### config.mk
export PLATFORM = sky130hd
export DESIGN_NAME = shp_spi_slave
export DESIGN_NICKNAME = d
export VERILOG_FILES = /design/src/hdl/shp_spi_slave_fix_note.sv /design/src/hdl/shp_pkg.sv /design/src/hdl/shp_rx_buffer.sv /design/src/hdl/shp_spi_slave.sv
export SDC_FILE = /design/constraint.sdc
export NUM_CORES = 1
export LEC_CHECK = 0
export BUFFER_PORTS_ARGS = -buffer_cell sky130_fd_sc_hd__buf_4
export CAP_MARGIN = 20
export CORE_MARGIN = 8
export CORE_UTILIZATION = 47
export CTS_BUF_LIST = sky130_fd_sc_hd__clkbuf_8
export DETAILED_ROUTE_END_ITERATION = 8
export PLACE_DENSITY_LB_ADDON = 0.08
export SYNTH_ARGS = -nofsm -noshare
export SYNTH_HDL_FRONTEND = slang
export SYNTH_HIERARCHICAL = 1
export SYNTH_SLANG_ARGS = --single-unit
### constraint.sdc
create_clock -name core_clk -period 3.53 [get_ports core_clk]
set_clock_uncertainty 0.2 [all_clocks]
set_input_delay 0.353 -clock core_clk [delete_from_list [all_inputs] [get_ports core_clk]]
set_output_delay 0.353 -clock core_clk [all_outputs]
set_load 0.03 [all_outputs]
### src/hdl/shp_spi_slave_fix_note.sv
// Holds no logic: the port and its receive buffer live in the two files beside it.

### src/hdl/shp_pkg.sv
// Constants shared by the handshake SPI slave port and its receive buffer.
// Assumes a 250 MHz core clock and a master serial clock of at most 12 MHz.
package shp_pkg;

    localparam int unsigned WORD_W        = 8;
    localparam int unsigned BIT_CNT_W     = 3;
    localparam int unsigned RXBUF_DEPTH   = 2;

    localparam int unsigned CORE_CLK_MHZ  = 250;
    localparam int unsigned SCLK_MAX_MHZ  = 12;
    localparam int unsigned REQ_DROP_NS   = 100;
    // Rounded down, so the drop limit is never looser than the allowed time.
    localparam int unsigned REQ_DROP_CYC  = (REQ_DROP_NS * CORE_CLK_MHZ) / 1000;

    localparam logic [BIT_CNT_W-1:0] LAST_BIT   = 3'h7;
    localparam logic [WORD_W-1:0]    TX_IDLE    = 8'h00;
    localparam logic [2:0]           SYNC_RESET = 3'h7;

    typedef enum logic [2:0] {
        ST_IDLE,
        ST_RD_REQ,
        ST_WR_WAIT,
        ST_XFER,
        ST_DONE
    } shp_state_t;

endpackage

### src/hdl/shp_rx_buffer.sv
// Two-entry buffer with valid and ready on both sides.
// Assumes both sides run on core_clk; out_ready may stall it until it fills.
`timescale 1ns/1ps
module shp_rx_buffer #(
    parameter int unsigned WIDTH = shp_pkg::WORD_W
) (
    // Clock and reset
    input  wire logic             core_clk,
    input  wire logic             sys_rst,
    // Filling side
    input  wire logic [WIDTH-1:0] in_data,
    input  wire logic             in_valid,
    output logic                  in_ready,
    // Draining side
    output logic [WIDTH-1:0]      out_data,
    output logic                  out_valid,
    input  wire logic             out_ready
);

    logic [WIDTH-1:0] mem_q [shp_pkg::RXBUF_DEPTH];
    logic             wr_ptr_q;
    logic             rd_ptr_q;
    logic [1:0]       count_q;
    logic             push;
    logic             pop;

    assign in_ready  = (count_q != 2'h2);
    assign out_valid = (count_q != 2'h0);
    assign out_data  = mem_q[rd_ptr_q];
    assign push      = in_valid && in_ready;
    assign pop       = out_valid && out_ready;

    always_ff @(posedge core_clk)
    begin
        if (push)
        begin
            mem_q[wr_ptr_q] <= in_data;
        end
    end

    always_ff @(posedge core_clk)
    begin
        if (sys_rst)
        begin
            wr_ptr_q <= 1'b0;
            rd_ptr_q <= 1'b0;
            count_q  <= 2'h0;
        end
        else
        begin
            if (push)
            begin
                wr_ptr_q <= ~wr_ptr_q;
            end
            if (pop)
            begin
                rd_ptr_q <= ~rd_ptr_q;
            end
            if (push && !pop)
            begin
                count_q <= count_q + 2'h1;
            end
            else if (pop && !push)
            begin
                count_q <= count_q - 2'h1;
            end
        end
    end

endmodule

### src/hdl/shp_spi_slave.sv
// SPI slave port with a side-band request line that orders each transfer.
// Assumes the master keeps to the handshake and that the serial clock is
// at most 12 MHz, so the core clock sees every serial clock level.
//
// Function
// Operate correctly with any serial clock up to 12 MHz.
// Support all four clock polarity/phase modes with identical handshake order.
// Read: device raises request first; master then selects, waiting unbounded.
// Write: master selects first; device raises request once ready.
// Drop request within 100 ns after the last data bit sampled.
// Master holds select until request dropped, then may release.
// Master leaves one serial clock idle between transactions.
// While deselected, ignore clock and data and float the data output.
`timescale 1ns/1ps
module shp_spi_slave (
    // Clock and reset
    input  wire logic                        core_clk,
    input  wire logic                        sys_rst,
    // Clock mode, static during a transfer
    input  wire logic                        cpol,
    input  wire logic                        cpha,
    // Serial link
    input  wire logic                        sclk,
    input  wire logic                        chip_select_n,
    input  wire logic                        mosi,
    output logic                             miso_o,
    output logic                             miso_oe_n,
    output logic                             xfer_req,
    // Word to send in a slave_initiated_read
    input  wire logic [shp_pkg::WORD_W-1:0]  tx_data,
    input  wire logic                        tx_valid,
    output logic                             tx_ready,
    // Word received in a master_initiated_write
    output logic [shp_pkg::WORD_W-1:0]       rx_data,
    output logic                             rx_valid,
    input  wire logic                        rx_ready
);

    ////////////////////////////////////////////////////////////////////////
    // Pin synchronisers: bit 0 sclk, bit 1 chip select, bit 2 mosi.

    logic [2:0] sync1_q;
    logic [2:0] sync2_q;
    logic       sclk_prev_q;
    logic       sclk_s;
    logic       cs_n_s;
    logic       mosi_s;

    always_ff @(posedge core_clk)
    begin
        if (sys_rst)
        begin
            sync1_q     <= shp_pkg::SYNC_RESET;
            sync2_q     <= shp_pkg::SYNC_RESET;
            sclk_prev_q <= 1'b1;
        end
        else
        begin
            sync1_q     <= {mosi, chip_select_n, sclk};
            sync2_q     <= sync1_q;
            sclk_prev_q <= sync2_q[0];
        end
    end

    assign sclk_s = sync2_q[0];
    assign cs_n_s = sync2_q[1];
    assign mosi_s = sync2_q[2];

    ////////////////////////////////////////////////////////////////////////
    // Edge classification by mode.

    logic rise;
    logic fall;
    logic lead_edge;
    logic trail_edge;
    logic sample_edge;
    logic shift_edge;

    assign rise        = sclk_s && !sclk_prev_q;
    assign fall        = !sclk_s && sclk_prev_q;
    assign lead_edge   = cpol ? fall : rise;
    assign trail_edge  = cpol ? rise : fall;
    assign sample_edge = cpha ? trail_edge : lead_edge;
    assign shift_edge  = cpha ? lead_edge : trail_edge;

    ////////////////////////////////////////////////////////////////////////
    // Transaction sequencing.

    shp_pkg::shp_state_t state_q;
    logic                is_write_q;
    logic [shp_pkg::BIT_CNT_W-1:0] cnt_q;
    logic [shp_pkg::WORD_W-1:0]    tx_q;
    logic [shp_pkg::WORD_W-1:0]    rx_q;
    logic                req_q;
    logic                oe_n_q;
    logic                in_xfer;
    logic                last_sample;
    logic                buf_ready;
    logic                push_q;
    logic [shp_pkg::WORD_W-1:0]    push_data_q;

    assign in_xfer     = (state_q == shp_pkg::ST_XFER) && !cs_n_s;
    assign last_sample = in_xfer && sample_edge && (cnt_q == shp_pkg::LAST_BIT);
    assign tx_ready    = (state_q == shp_pkg::ST_IDLE) && cs_n_s;

    always_ff @(posedge core_clk)
    begin
        if (sys_rst)
        begin
            state_q    <= shp_pkg::ST_IDLE;
            is_write_q <= 1'b0;
            req_q      <= 1'b0;
        end
        else
        begin
            unique case (state_q)
                shp_pkg::ST_IDLE:
                begin
                    if (!cs_n_s)
                    begin
                        state_q    <= shp_pkg::ST_WR_WAIT;
                        is_write_q <= 1'b1;
                    end
                    else if (tx_valid)
                    begin
                        state_q    <= shp_pkg::ST_RD_REQ;
                        is_write_q <= 1'b0;
                        req_q      <= 1'b1;
                    end
                end
                shp_pkg::ST_RD_REQ:
                begin
                    if (!cs_n_s)
                    begin
                        state_q <= shp_pkg::ST_XFER;
                    end
                end
                shp_pkg::ST_WR_WAIT:
                begin
                    if (cs_n_s)
                    begin
                        state_q <= shp_pkg::ST_IDLE;
                    end
                    else if (buf_ready && !push_q)
                    begin
                        state_q <= shp_pkg::ST_XFER;
                        req_q   <= 1'b1;
                    end
                end
                shp_pkg::ST_XFER:
                begin
                    if (cs_n_s)
                    begin
                        // An aborted transfer drops its partial word.
                        state_q <= shp_pkg::ST_IDLE;
                        req_q   <= 1'b0;
                    end
                    else if (last_sample)
                    begin
                        state_q <= shp_pkg::ST_DONE;
                        req_q   <= 1'b0;
                    end
                end
                shp_pkg::ST_DONE:
                begin
                    if (cs_n_s)
                    begin
                        state_q <= shp_pkg::ST_IDLE;
                    end
                end
            endcase
        end
    end

    // Shift registers: the first read bit is on the line before the first edge.
    always_ff @(posedge core_clk)
    begin
        if (sys_rst)
        begin
            tx_q  <= shp_pkg::TX_IDLE;
            rx_q  <= shp_pkg::TX_IDLE;
            cnt_q <= '0;
        end
        else if (tx_valid && tx_ready)
        begin
            tx_q  <= tx_data;
            cnt_q <= '0;
        end
        else if (state_q == shp_pkg::ST_WR_WAIT)
        begin
            tx_q  <= shp_pkg::TX_IDLE;
            cnt_q <= '0;
        end
        else if (in_xfer)
        begin
            if (sample_edge)
            begin
                rx_q  <= {rx_q[shp_pkg::WORD_W-2:0], mosi_s};
                cnt_q <= cnt_q + 3'h1;
            end
            if (shift_edge && (!cpha || cnt_q != '0))
            begin
                tx_q <= {tx_q[shp_pkg::WORD_W-2:0], 1'b0};
            end
        end
    end

    // A write word is pushed one cycle after its last bit.
    always_ff @(posedge core_clk)
    begin
        if (sys_rst)
        begin
            push_q      <= 1'b0;
            push_data_q <= shp_pkg::TX_IDLE;
        end
        else
        begin
            push_q      <= last_sample && is_write_q;
            push_data_q <= {rx_q[shp_pkg::WORD_W-2:0], mosi_s};
        end
    end

    // Output drive follows the synchronised select, so it floats when deselected.
    always_ff @(posedge core_clk)
    begin
        if (sys_rst)
        begin
            oe_n_q <= 1'b1;
        end
        else
        begin
            oe_n_q <= cs_n_s;
        end
    end

    assign miso_o    = tx_q[shp_pkg::WORD_W-1];
    assign miso_oe_n = oe_n_q;
    assign xfer_req  = req_q;

    ////////////////////////////////////////////////////////////////////////
    // Receive buffer; its readiness gates the write handshake.

    shp_rx_buffer #(
        .WIDTH     (shp_pkg::WORD_W)
    ) u_rx_buffer (
        .core_clk  (core_clk),
        .sys_rst   (sys_rst),
        .in_data   (push_data_q),
        .in_valid  (push_q),
        .in_ready  (buf_ready),
        .out_data  (rx_data),
        .out_valid (rx_valid),
        .out_ready (rx_ready)
    );

    ////////////////////////////////////////////////////////////////////////
    // Checks.

    localparam int DROP_MAX = shp_pkg::REQ_DROP_CYC;
endmodule

==> qor.yml, run 1 <==
detailed_routing:
  drt_iter0_drc: 43
  drt_first_pass_iters: 4
  totalWireLength_um: 4130
  wl_per_cell_um: 12.7
  vias_per_cell: 5.00
  drc: 0
  num_vias: 1625
  antenna_left: 0
global_route:
  grt_pass1_vias: 1577
  antenna_found_initial: 0
  grt_pass1_wl_um: 7000
  grt.overflow.total: 0
  grt_use_total_pct: 11.8
  grt_max_degree: 39
synth:
  ys_ff_latch: 61
  yosys.area_share.adder_pct: 2.02
  synthCells: 219
  synth-main-ff-cell: "dfxtp_1"
  synth_top_area_share_pct: 36.3
  postSynthNetCount: 240
  post_synth.cell_area_avg_um2: 11.3
  yosysSeqAreaShare_pct: 55.7
  synth_xor_area_share_pct: 1.77
  synth_cell_types: 48
  async_flop_share_pct: 0
  synth_edf_count: 16
  synth_compound_area_share_pct: 14.5
  muxShareOfSynthArea_pct: 4.85
  yosys.area.top_type: "dfxtp_1"
  synth_top_family_by_area: "simple AND/OR/NAND/NOR gates"
  synth-simple-area-share_pct: 17.2
  ys_warn_count: 6
  synthTopCellsByArea: "dfxtp_1 36%, edfxtp_1 19%, mux2_2 3.6%, nor2b_1 3.0%, or2_2 2.5%"
  syn-cell-area_um2: 2480
place:
  placed_area_um2: 2710
  portBuffers: 29
  hpwl_um: 2700
  gp_congestion: 0.765
clock_tree:
  numCtsBuffers: 9
  cts.reportedPaths.clkPinSlew_ps: 60
  clock_latency_ps: 330
  cts_buffer_depth: 2
  htree_levels: 3
  cts_root_buf: "clkbuf_8"
  tritoncts: "built"
  cts_resized: 0
  cts_sinks: 61
sta:
  finalCriticalPeriod_ps: 2060
  tns_ps: 0
  setup_viol: 0
  hold_viol_final: 0
  rsz0062_at_grt: "no"
  max_freq_mhz: 485
  timing.final.crit_share_pct: 58.4
  worst_pin_slew_ps: 437
  max_slew_margin_pct: 70.9
  timing.final.max_slew_violations: 0
layout:
  drive_above_1_share_pct: 27.5
  diodes: 0
  fillers: 454
  final_area_um2: 2920
  nNetsFinal: 271
  area_growth_pct: 17.9
critical_path:
  crit_type: "reg2reg"
  required_ps: 3580
  cp_max_fo: 14
  timing.rr.start: "sync2_q[0]$_SDFF_PP1_"
  rr_worst_depth: 5
  reg2reg_to: "tx_q[5]$_SDFFE_PP0P_"
  worst_setup_path_start_kind: "register"
  reg2reg_setup_slack_ps: 1470
  cp-end-kind: "register"
  critical_path_arrival_ps: 2110
job:
  drv_cap: 0
worst_hold_path:
  holdCritStartpoint: "tx_data[0]"
  hp-class: "in2reg"
  holdPathEnd: "tx_q[0]$_SDFFE_PP0P_"
  holdPathStages: 3
die:
  ios: 30
  die_h_um: 88.6
  die_w_um: 88.6
  core-area_um2: 5110
  initial_core_util_pct: 48.5
  dieArea_um2: 7850
  rows: 26
power_and_ir_drop:
  ir_drop_v: 0.000310
  p_leak_nw: 1.11
  pwr_density_cell_nw_per_um2: 495
outcome:
  status: "completed"
## worst max-delay path, stage by stage (launching register included)
cell and delay (ps):
dfxtp_1 450, or3b_1 380, a2111o_1 430, nand3_2 240, nor2_1 90, a211oi_2 190
## how the worst max path moves through the flow
stage / from / to / slack [ps] / cells after the start
4_1_cts: state_q[2]$_SDFFE_PP0P_ / tx_ready / 1430 / 3
6_report: sync2_q[0]$_SDFF_PP1_ / tx_q[5]$_SDFFE_PP0P_ / 1470 / 5
5_1_grt: sync2_q[0]$_SDFF_PP1_ / tx_q[3]$_SDFFE_PP0P_ / 1320 / 5
3_3_place_gp: cpol / push_q$_SDFF_PP0_ / 1350 / 6
3_5_place_dp: cpol / push_q$_SDFF_PP0_ / 1330 / 6
2_1_floorplan: sync2_q[0]$_SDFF_PP1_ / tx_q[4]$_SDFFE_PP0P_ / 1630 / 6
## cell usage in the layout (no fill, tap or decap), types with 2 or more instances in the layout
cell	instances
dfxtp_1	45
buf_4	29
edfxtp_1	16
nor2_1	15
nor2b_1	12
inv_1	10
or2_2	10
a21oi_1	9
clkbuf_8	9
a22oi_1	8
mux2_2	8
o22a_1	7
nor3_1	6
nand3b_1	6
a211oi_1	5
o21ai_0	4
ha_1	4
nand2b_1	3
mux2i_1	3
and3_1	3
a211oi_2	3
nand2_1	3
dlygate4sd3_1	3
xor2_1	3
and2_1	2
or3_1	2
xnor2_1	2
or3b_2	2
a21o_1	2
clkinv_1	2
## cell type report
| type | instances | area (um2) | area share [%] |
|---|---|---|---|
| clock inverters | 7 | 53.8 | 1.84 |
| repair buffers | 32 | 248 | 8.48 |
| clock buffers | 9 | 124 | 4.24 |
| inverters | 7 | 26.3 | 0.899 |
| flip-flops and latches | 61 | 1380 | 47.3 |
| well taps | 70 | 87.6 | 3.00 |
| multi-input cells | 139 | 1000 | 34.3 |
## power breakdown
part / leakage (nW) / switching, mW / internal (mW) / total, mW
registers: 0.482 / 0.0176 / 0.736 / 0.754
clock network: 0.102 / 0.247 / 0.312 / 0.559
logic: 0.523 / 0.0723 / 0.0600 / 0.132
## logic make-up after synthesis
group / count (synthesis)
DFF: 61
and+or+nand+nor: 72
buffers and inverters: 19
AOI/OAI and AO/OA: 47
adders and majority gates: 4
muxes: 11
xor gates and xnor gates: 5
## per-stage QoR
| stage | instances | utilization (%) | hold slack [ps] | power, mW | worst slack (ps) |
|---|---|---|---|---|---|
| 2_1_floorplan | 219 | - | 189 | 0.868 | 1630 |
| 3_3_place_gp | 306 | 53.1 | 193 | 0.899 | 1350 |
| 3_5_place_dp | 306 | 53.1 | 198 | 0.900 | 1330 |
| 4_1_cts | 325 | 57.2 | 39.0 | 1.47 | 1430 |
| 5_1_grt | 325 | 57.2 | 60.0 | 1.51 | 1320 |
| 6_report | 325 | 57.2 | 55.1 | 1.45 | 1470 |
## what timing repair did
action	in CTS	in global routing
hold buffers	3	0
setup buffers	0	0
hold endpoints to repair	3	0
## metal layers
layer	global-route usage, %	vias up	wire length, um
li1	-	848	-
met1	13.6	738	1930
met2	17.9	31	1880
met3	4.09	8	211
met4	7.99	0	103
met5	0	-	0
## synth_stat cells, types with 4 or more instances
library cell and count:
dfxtp_1 45, o21ai_0 4, ha_1 4, clkbuf_1 4
inv_1 7, o22a_1 7, nor3_1 6, buf_2 5
nor2b_1 12, a21oi_1 9, edfxtp_1 16, nor2_1 15
or2_2 10, mux2_2 8, a22oi_1 8, a211oi_1 5
nand3b_1 6
## sequential cells by signal, indices dropped and copies added, names as in the netlist, named ones only
signal and count:
u_rx_buffer/mem_q 16, push_data_q 8, tx_q 8, rx_q 7, cnt_q 3, state_q 3, sync1_q 3, sync2_q 3
u_rx_buffer/count_q 2, is_write_q 1, miso_oe_n 1, push_q 1, sclk_prev_q 1, u_rx_buffer/rd_ptr_q 1, u_rx_buffer/wr_ptr_q 1, xfer_req 1
No activity file was read; power rests on OpenSTA's default activity.
==> inputs of run 2 (changes only) <==
ABC_AREA = 1   (was unset)
clock period = 2.1 ns   (was 3.53 ns; I/O delays follow)
==> run 2 against run 1 <==
Effect of this change: via count is 14% higher; die area grew 1.5%; combinational power increased to 4.9 times the previous value; clock power increased by 76%; final area increased by 4.3%; core utilization up 2.1 points; count of clock-buffer cells in the layout is 1 higher; hold slack worse by 49 ps; critical path depth decreased by 3; sequential cell count stayed put; highest routed layer unchanged.
==> qor.yml, run 2 <==
critical_path:
  cp-end-kind: "primary output"
  path_buf_inv: 1
  timing.rr.start: "state_q[0]$_SDFFE_PP0P_"
  critical-path-top-delay-family: "flip-flops"
  crit_type: "reg2out"
  cpMaxStageDelayCell: "dfxtp_1"
  cpPeakStageDelay_ps: 530
  cp_max_fo: 8
  crit_chain: "mux2_2 -> buf_4"
  required_ps: 1690
  reg2reg_setup_slack_ps: 440
  critical_path_arrival_ps: 1400
  worst_setup_path_start_kind: "register"
layout:
  final_cells: 396
  final_cell_mix: "45 x nand2_1, 45 x dfxtp_1, 38 x nor2_1, 31 x buf_4, 27 x inv_1"
  area_growth_pct: 20.7
  drive_above_1_share_pct: 26.1
  diodes: 0
  nNetsFinal: 342
  largest_register: "u_rx_buffer/mem_q"
  top_regs: "u_rx_buffer/mem_q: 16 flops, push_data_q: 8 flops, tx_q: 8 flops"
  largest_register_ffs: 16
die:
  core-area_um2: 5140
  dieArea_um2: 7970
  ios: 30
  die_h_um: 89.3
  initial_core_util_pct: 49.1
  rows: 26
  die_w_um: 89.3
power_and_ir_drop:
  pwr-share-seq_pct: 45.1
  pwr_density_cell_nw_per_um2: 973
  combPwrFrac_pct: 21.7
  p_int_mw: 2.10
  power.net_switching_uw: 870
  clkPwrFrac_pct: 33.2
  p_leak_nw: 1.32
  ir_drop_v: 0.000516
  p_sw_share_pct: 29.3
sta:
  setup_viol: 0
  max_freq_mhz: 553
  rsz0062_at_grt: "no"
  hold_viol_final: 0
  timing.final.crit_share_pct: 86.2
  max_slew_margin_pct: 64.0
  timing.final.max_slew_violations: 0
  tns_ps: 0
  finalCriticalPeriod_ps: 1810
  hold-worst-slack_ps: 5.61
  worst_pin_slew_ps: 539
synth:
  synthTopCellsByArea: "dfxtp_1 36%, edfxtp_1 19%, nand2_1 6.7%, nor2_1 5.6%, inv_1 3.9%"
  muxShareOfSynthArea_pct: 3.57
  synth-main-ff-cell: "dfxtp_1"
  ys_warn_count: 6
  synth-simple-area-share_pct: 22.7
  yosys.area.top_type: "dfxtp_1"
  async_flop_share_pct: 0
  synth_xor_area_share_pct: 0.347
  synth_cell_types: 34
  synth_top_area_share_pct: 35.7
  post_synth.cell_area_avg_um2: 9.02
  ys_ff_latch: 61
  synth_edf_count: 16
  yosys.area_share.adder_pct: 1.98
  postSynthNetCount: 301
  syn-cell-area_um2: 2520
  synth_top_family_by_area: "simple AND/OR/NAND/NOR gates"
  synthCells: 280
  synth_compound_area_share_pct: 9.86
  yosysSeqAreaShare_pct: 54.7
  ys_top_cells_by_count: "45 x dfxtp_1, 45 x nand2_1, 38 x nor2_1"
worst_hold_path:
  holdCritStartpoint: "sys_rst"
  hp-class: "in2reg"
place:
  placed_cells: 375
  gp_congestion: 0.874
  portBuffers: 29
  hpwl_um: 2970
clock_tree:
  cts_resized: 0
  cts.reportedPaths.clkPinSlew_ps: 60
  tritoncts: "built"
  numCtsBuffers: 9
  cts_buffer_depth: 2
  cts_sinks: 61
  htree_levels: 3
  clock_latency_ps: 320
  cts_root_buf: "clkbuf_8"
detailed_routing:
  drt_first_pass_iters: 4
  wl_per_cell_um: 10.7
  vias_per_cell: 4.67
  totalWireLength_um: 4230
  antenna_left: 0
  drc: 0
  num_vias: 1850
  drt_iter0_drc: 62
global_route:
  grt_pass1_vias: 1699
  grt_use_total_pct: 11.8
  grt_pass1_wl_um: 7160
  grt_max_degree: 24
  grt.overflow.total: 0
  antenna_found_initial: 0
job:
  drv_cap: 0
outcome:
  status: "completed"
==> run 2: cells by family (layout without fill, tap and decap cells) <==
kind of cell	after synthesis	in the layout
DFF	61	61
xor gates and xnor gates	1	1
adders and majority gates	4	4
buffers and inverters	40	86
muxes	8	8
and+or+nand+nor	122	122
AOI/OAI and AO/OA	44	44
==> run 2: layout make-up <==
cell class              count  area [um2]
multi-input cells         179         972
fillers                   475        2090
inverters                  34         131
flip-flops and latches     61        1380
clock buffers              10         138
clock inverters             6        55.1
well taps                  70        87.6
repair buffers             36         283
==> run 2: per-stage QoR <==
step | setup slack [ps] | instance area [um2] | power [mW] | util [%]
5_1_grt | 220 | 3050 | 3.14 | 59.3
2_1_floorplan | 543 | 2520 | 1.86 | -
4_1_cts | 262 | 3050 | 2.99 | 59.3
6_report | 290 | 3050 | 2.97 | 59.3
3_5_place_dp | 453 | 2810 | 2.00 | 54.6
3_3_place_gp | 475 | 2810 | 2.00 | 54.6
==> run 2: what timing repair did <==
action                    in CTS  in global routing
buffers inserted               0                  0
hold endpoints to repair       6                  0
hold buffers                   5                  0
==> run 2: layer usage <==
| layer | track usage, % | vias up | wire length (um) |
|---|---|---|---|
| met5 | 0 | - | 0 |
| met4 | 7.25 | 0 | 67 |
| met3 | 3.49 | 7 | 217 |
| met2 | 18.9 | 44 | 1910 |
| met1 | 13.4 | 812 | 2040 |
| li1 | - | 987 | - |
==> run 2: power by group through the flow <==
stage	registers (mW)	logic (mW)	clock network (mW)
after floorplan	1.37	0.488	0
after CTS	1.34	0.645	1.01
final	1.34	0.643	0.985
after global routing	1.35	0.717	1.07
after global placement	1.36	0.635	0
after detailed placement	1.36	0.634	0
==> run 2: worst paths after layout <==
check / to / cells after the start
setup / recovery: rx_data[1] / 2
hold / removal: tx_q[7]$_SDFFE_PP0P_ / 2
setup reg to reg: rx_q[4]$_SDFFE_PP0P_ / 5
hold reg to reg: sync2_q[0]$_SDFF_PP1_ / 1
==> inputs of run 3 (changes only) <==
CTS_BUF_LIST = unset   (was sky130_fd_sc_hd__clkbuf_8)
==> run 3 against run 2 <==
Effect of this change: sequential cell count stayed put; highest routed layer unchanged; wire length stayed put; clock power is 0.5% higher; largest power group unchanged; register-to-register slack hardly changed; maximum frequency stayed put.
==> qor.yml, run 3 (synthesis gave the netlist of run 2 again) <==
outcome:
  status: "completed"
sta:
  timing.final.max_slew_violations: 0
  max_slew_margin_pct: 64.0
  max_freq_mhz: 553
  hold_viol_final: 0
  timing.final.crit_share_pct: 86.2
  finalCriticalPeriod_ps: 1810
  hold-worst-slack_ps: 5.61
  rsz0062_at_grt: "no"
  setup_viol: 0
  worst_pin_slew_ps: 539
  tns_ps: 0
  setup_ws_ps: 290
power_and_ir_drop:
  ir_drop_v: 0.000516
  p_leak_nw: 1.31
  total_power_mw: 2.97
  pwr_density_cell_nw_per_um2: 975
place:
  placed_area_um2: 2810
  gp_congestion: 0.874
  placed_cells: 375
  hpwl_um: 2970
  place_ws_ps: 453
  portBuffers: 29
detailed_routing:
  totalWireLength_um: 4230
  num_vias: 1850
  drc: 0
  drt_first_pass_iters: 4
  vias_per_cell: 4.67
  wl_per_cell_um: 10.7
  antenna_left: 0
  drt_iter0_drc: 62
clock_tree:
  htree_levels: 3
  cts_resized: 0
  tritoncts: "built"
  clock_latency_ps: 320
  numCtsBuffers: 9
  cts_buffer_depth: 2
  cts.reportedPaths.clkPinSlew_ps: 60
  cts_setup_buffers: 0
  cts_root_buf: "clkbuf_8"
  cts_sinks: 61
die:
  initial_core_util_pct: 49.1
  ios: 30
  die_w_um: 89.3
  rows: 26
  die_h_um: 89.3
  core-area_um2: 5140
  dieArea_um2: 7970
critical_path:
  cp_max_fo: 8
  critical_path_arrival_ps: 1400
  worst_setup_path_start_kind: "register"
  required_ps: 1690
  cp-end-kind: "primary output"
  crit_type: "reg2out"
layout:
  top_regs: "u_rx_buffer/mem_q: 16 flops, push_data_q: 8 flops, tx_q: 8 flops"
  final_area_um2: 3050
  area_growth_pct: 20.7
  drive_above_1_share_pct: 26.1
  nNetsFinal: 342
  largest_register: "u_rx_buffer/mem_q"
  fillers: 475
  post-route-util_pct: 59.3
  largest_register_ffs: 16
  diodes: 0
  final_cells: 396
  final_cell_mix: "45 x nand2_1, 45 x dfxtp_1, 38 x nor2_1, 31 x buf_4, 26 x inv_1"
global_route:
  antenna_found_initial: 0
  grt_max_degree: 24
  grt_pass1_vias: 1699
  grt_pass1_wl_um: 7160
  grt_use_total_pct: 11.8
  grt.overflow.total: 0
worst_hold_path:
  hp-class: "in2reg"
job:
  drv_cap: 0
-- run 3: area by class of cell --
cell class                      count  area [um2]  share of cell area (%)
Clock buffer                       11         141                    4.64
Clock inverter                      5        51.3                    1.68
Multi-Input combinational cell    179         972                    31.9
Timing Repair Buffer               36         283                    9.28
Inverter                           34         131                    4.31
Tap cell                           70        87.6                    2.87
Sequential cell                    61        1380                    45.3
-- run 3: final timing paths --
kind	start	endpoint	slack, ps	depth (start not counted)
worst min register to register	sync1_q[0]$_SDFF_PP1_	sync2_q[0]$_SDFF_PP1_	210	1
worst max register to register	state_q[0]$_SDFFE_PP0P_	rx_q[4]$_SDFFE_PP0P_	440	5
worst min-delay path	sys_rst	tx_q[7]$_SDFFE_PP0P_	6	2
worst max-delay path	register	rx_data[1]	290	2
-- run 3: repair_timing --
action / CTS / global route
endpoints found under the hold margin: 6 / 0
hold buffers: 5 / 0
setup endpoints to repair: 0 / 0
-- run 3: per-layer routing --
| metal | GRT usage, % | up-vias | share of wire [%] | wire, um |
|---|---|---|---|---|
| met5 | 0 | - | 0 | 0 |
| met4 | 7.25 | 0 | 1.6 | 67 |
| met3 | 3.49 | 7 | 5.1 | 217 |
| met2 | 18.9 | 44 | 45 | 1910 |
| met1 | 13.4 | 812 | 48 | 2040 |
| li1 | - | 987 | - | - |
-- run 3: where the power goes --
part / internal, mW / switching (mW) / leakage [nW]
sequential: 1.28 / 0.0562 / 0.515
clock: 0.572 / 0.418 / 0.0967
combinational: 0.247 / 0.396 / 0.701
-- run 3: worst max-delay path, cell delays in order (launching register included) --
cell	delay, ps
dfxtp_1	530
mux2_2	380
buf_4	170
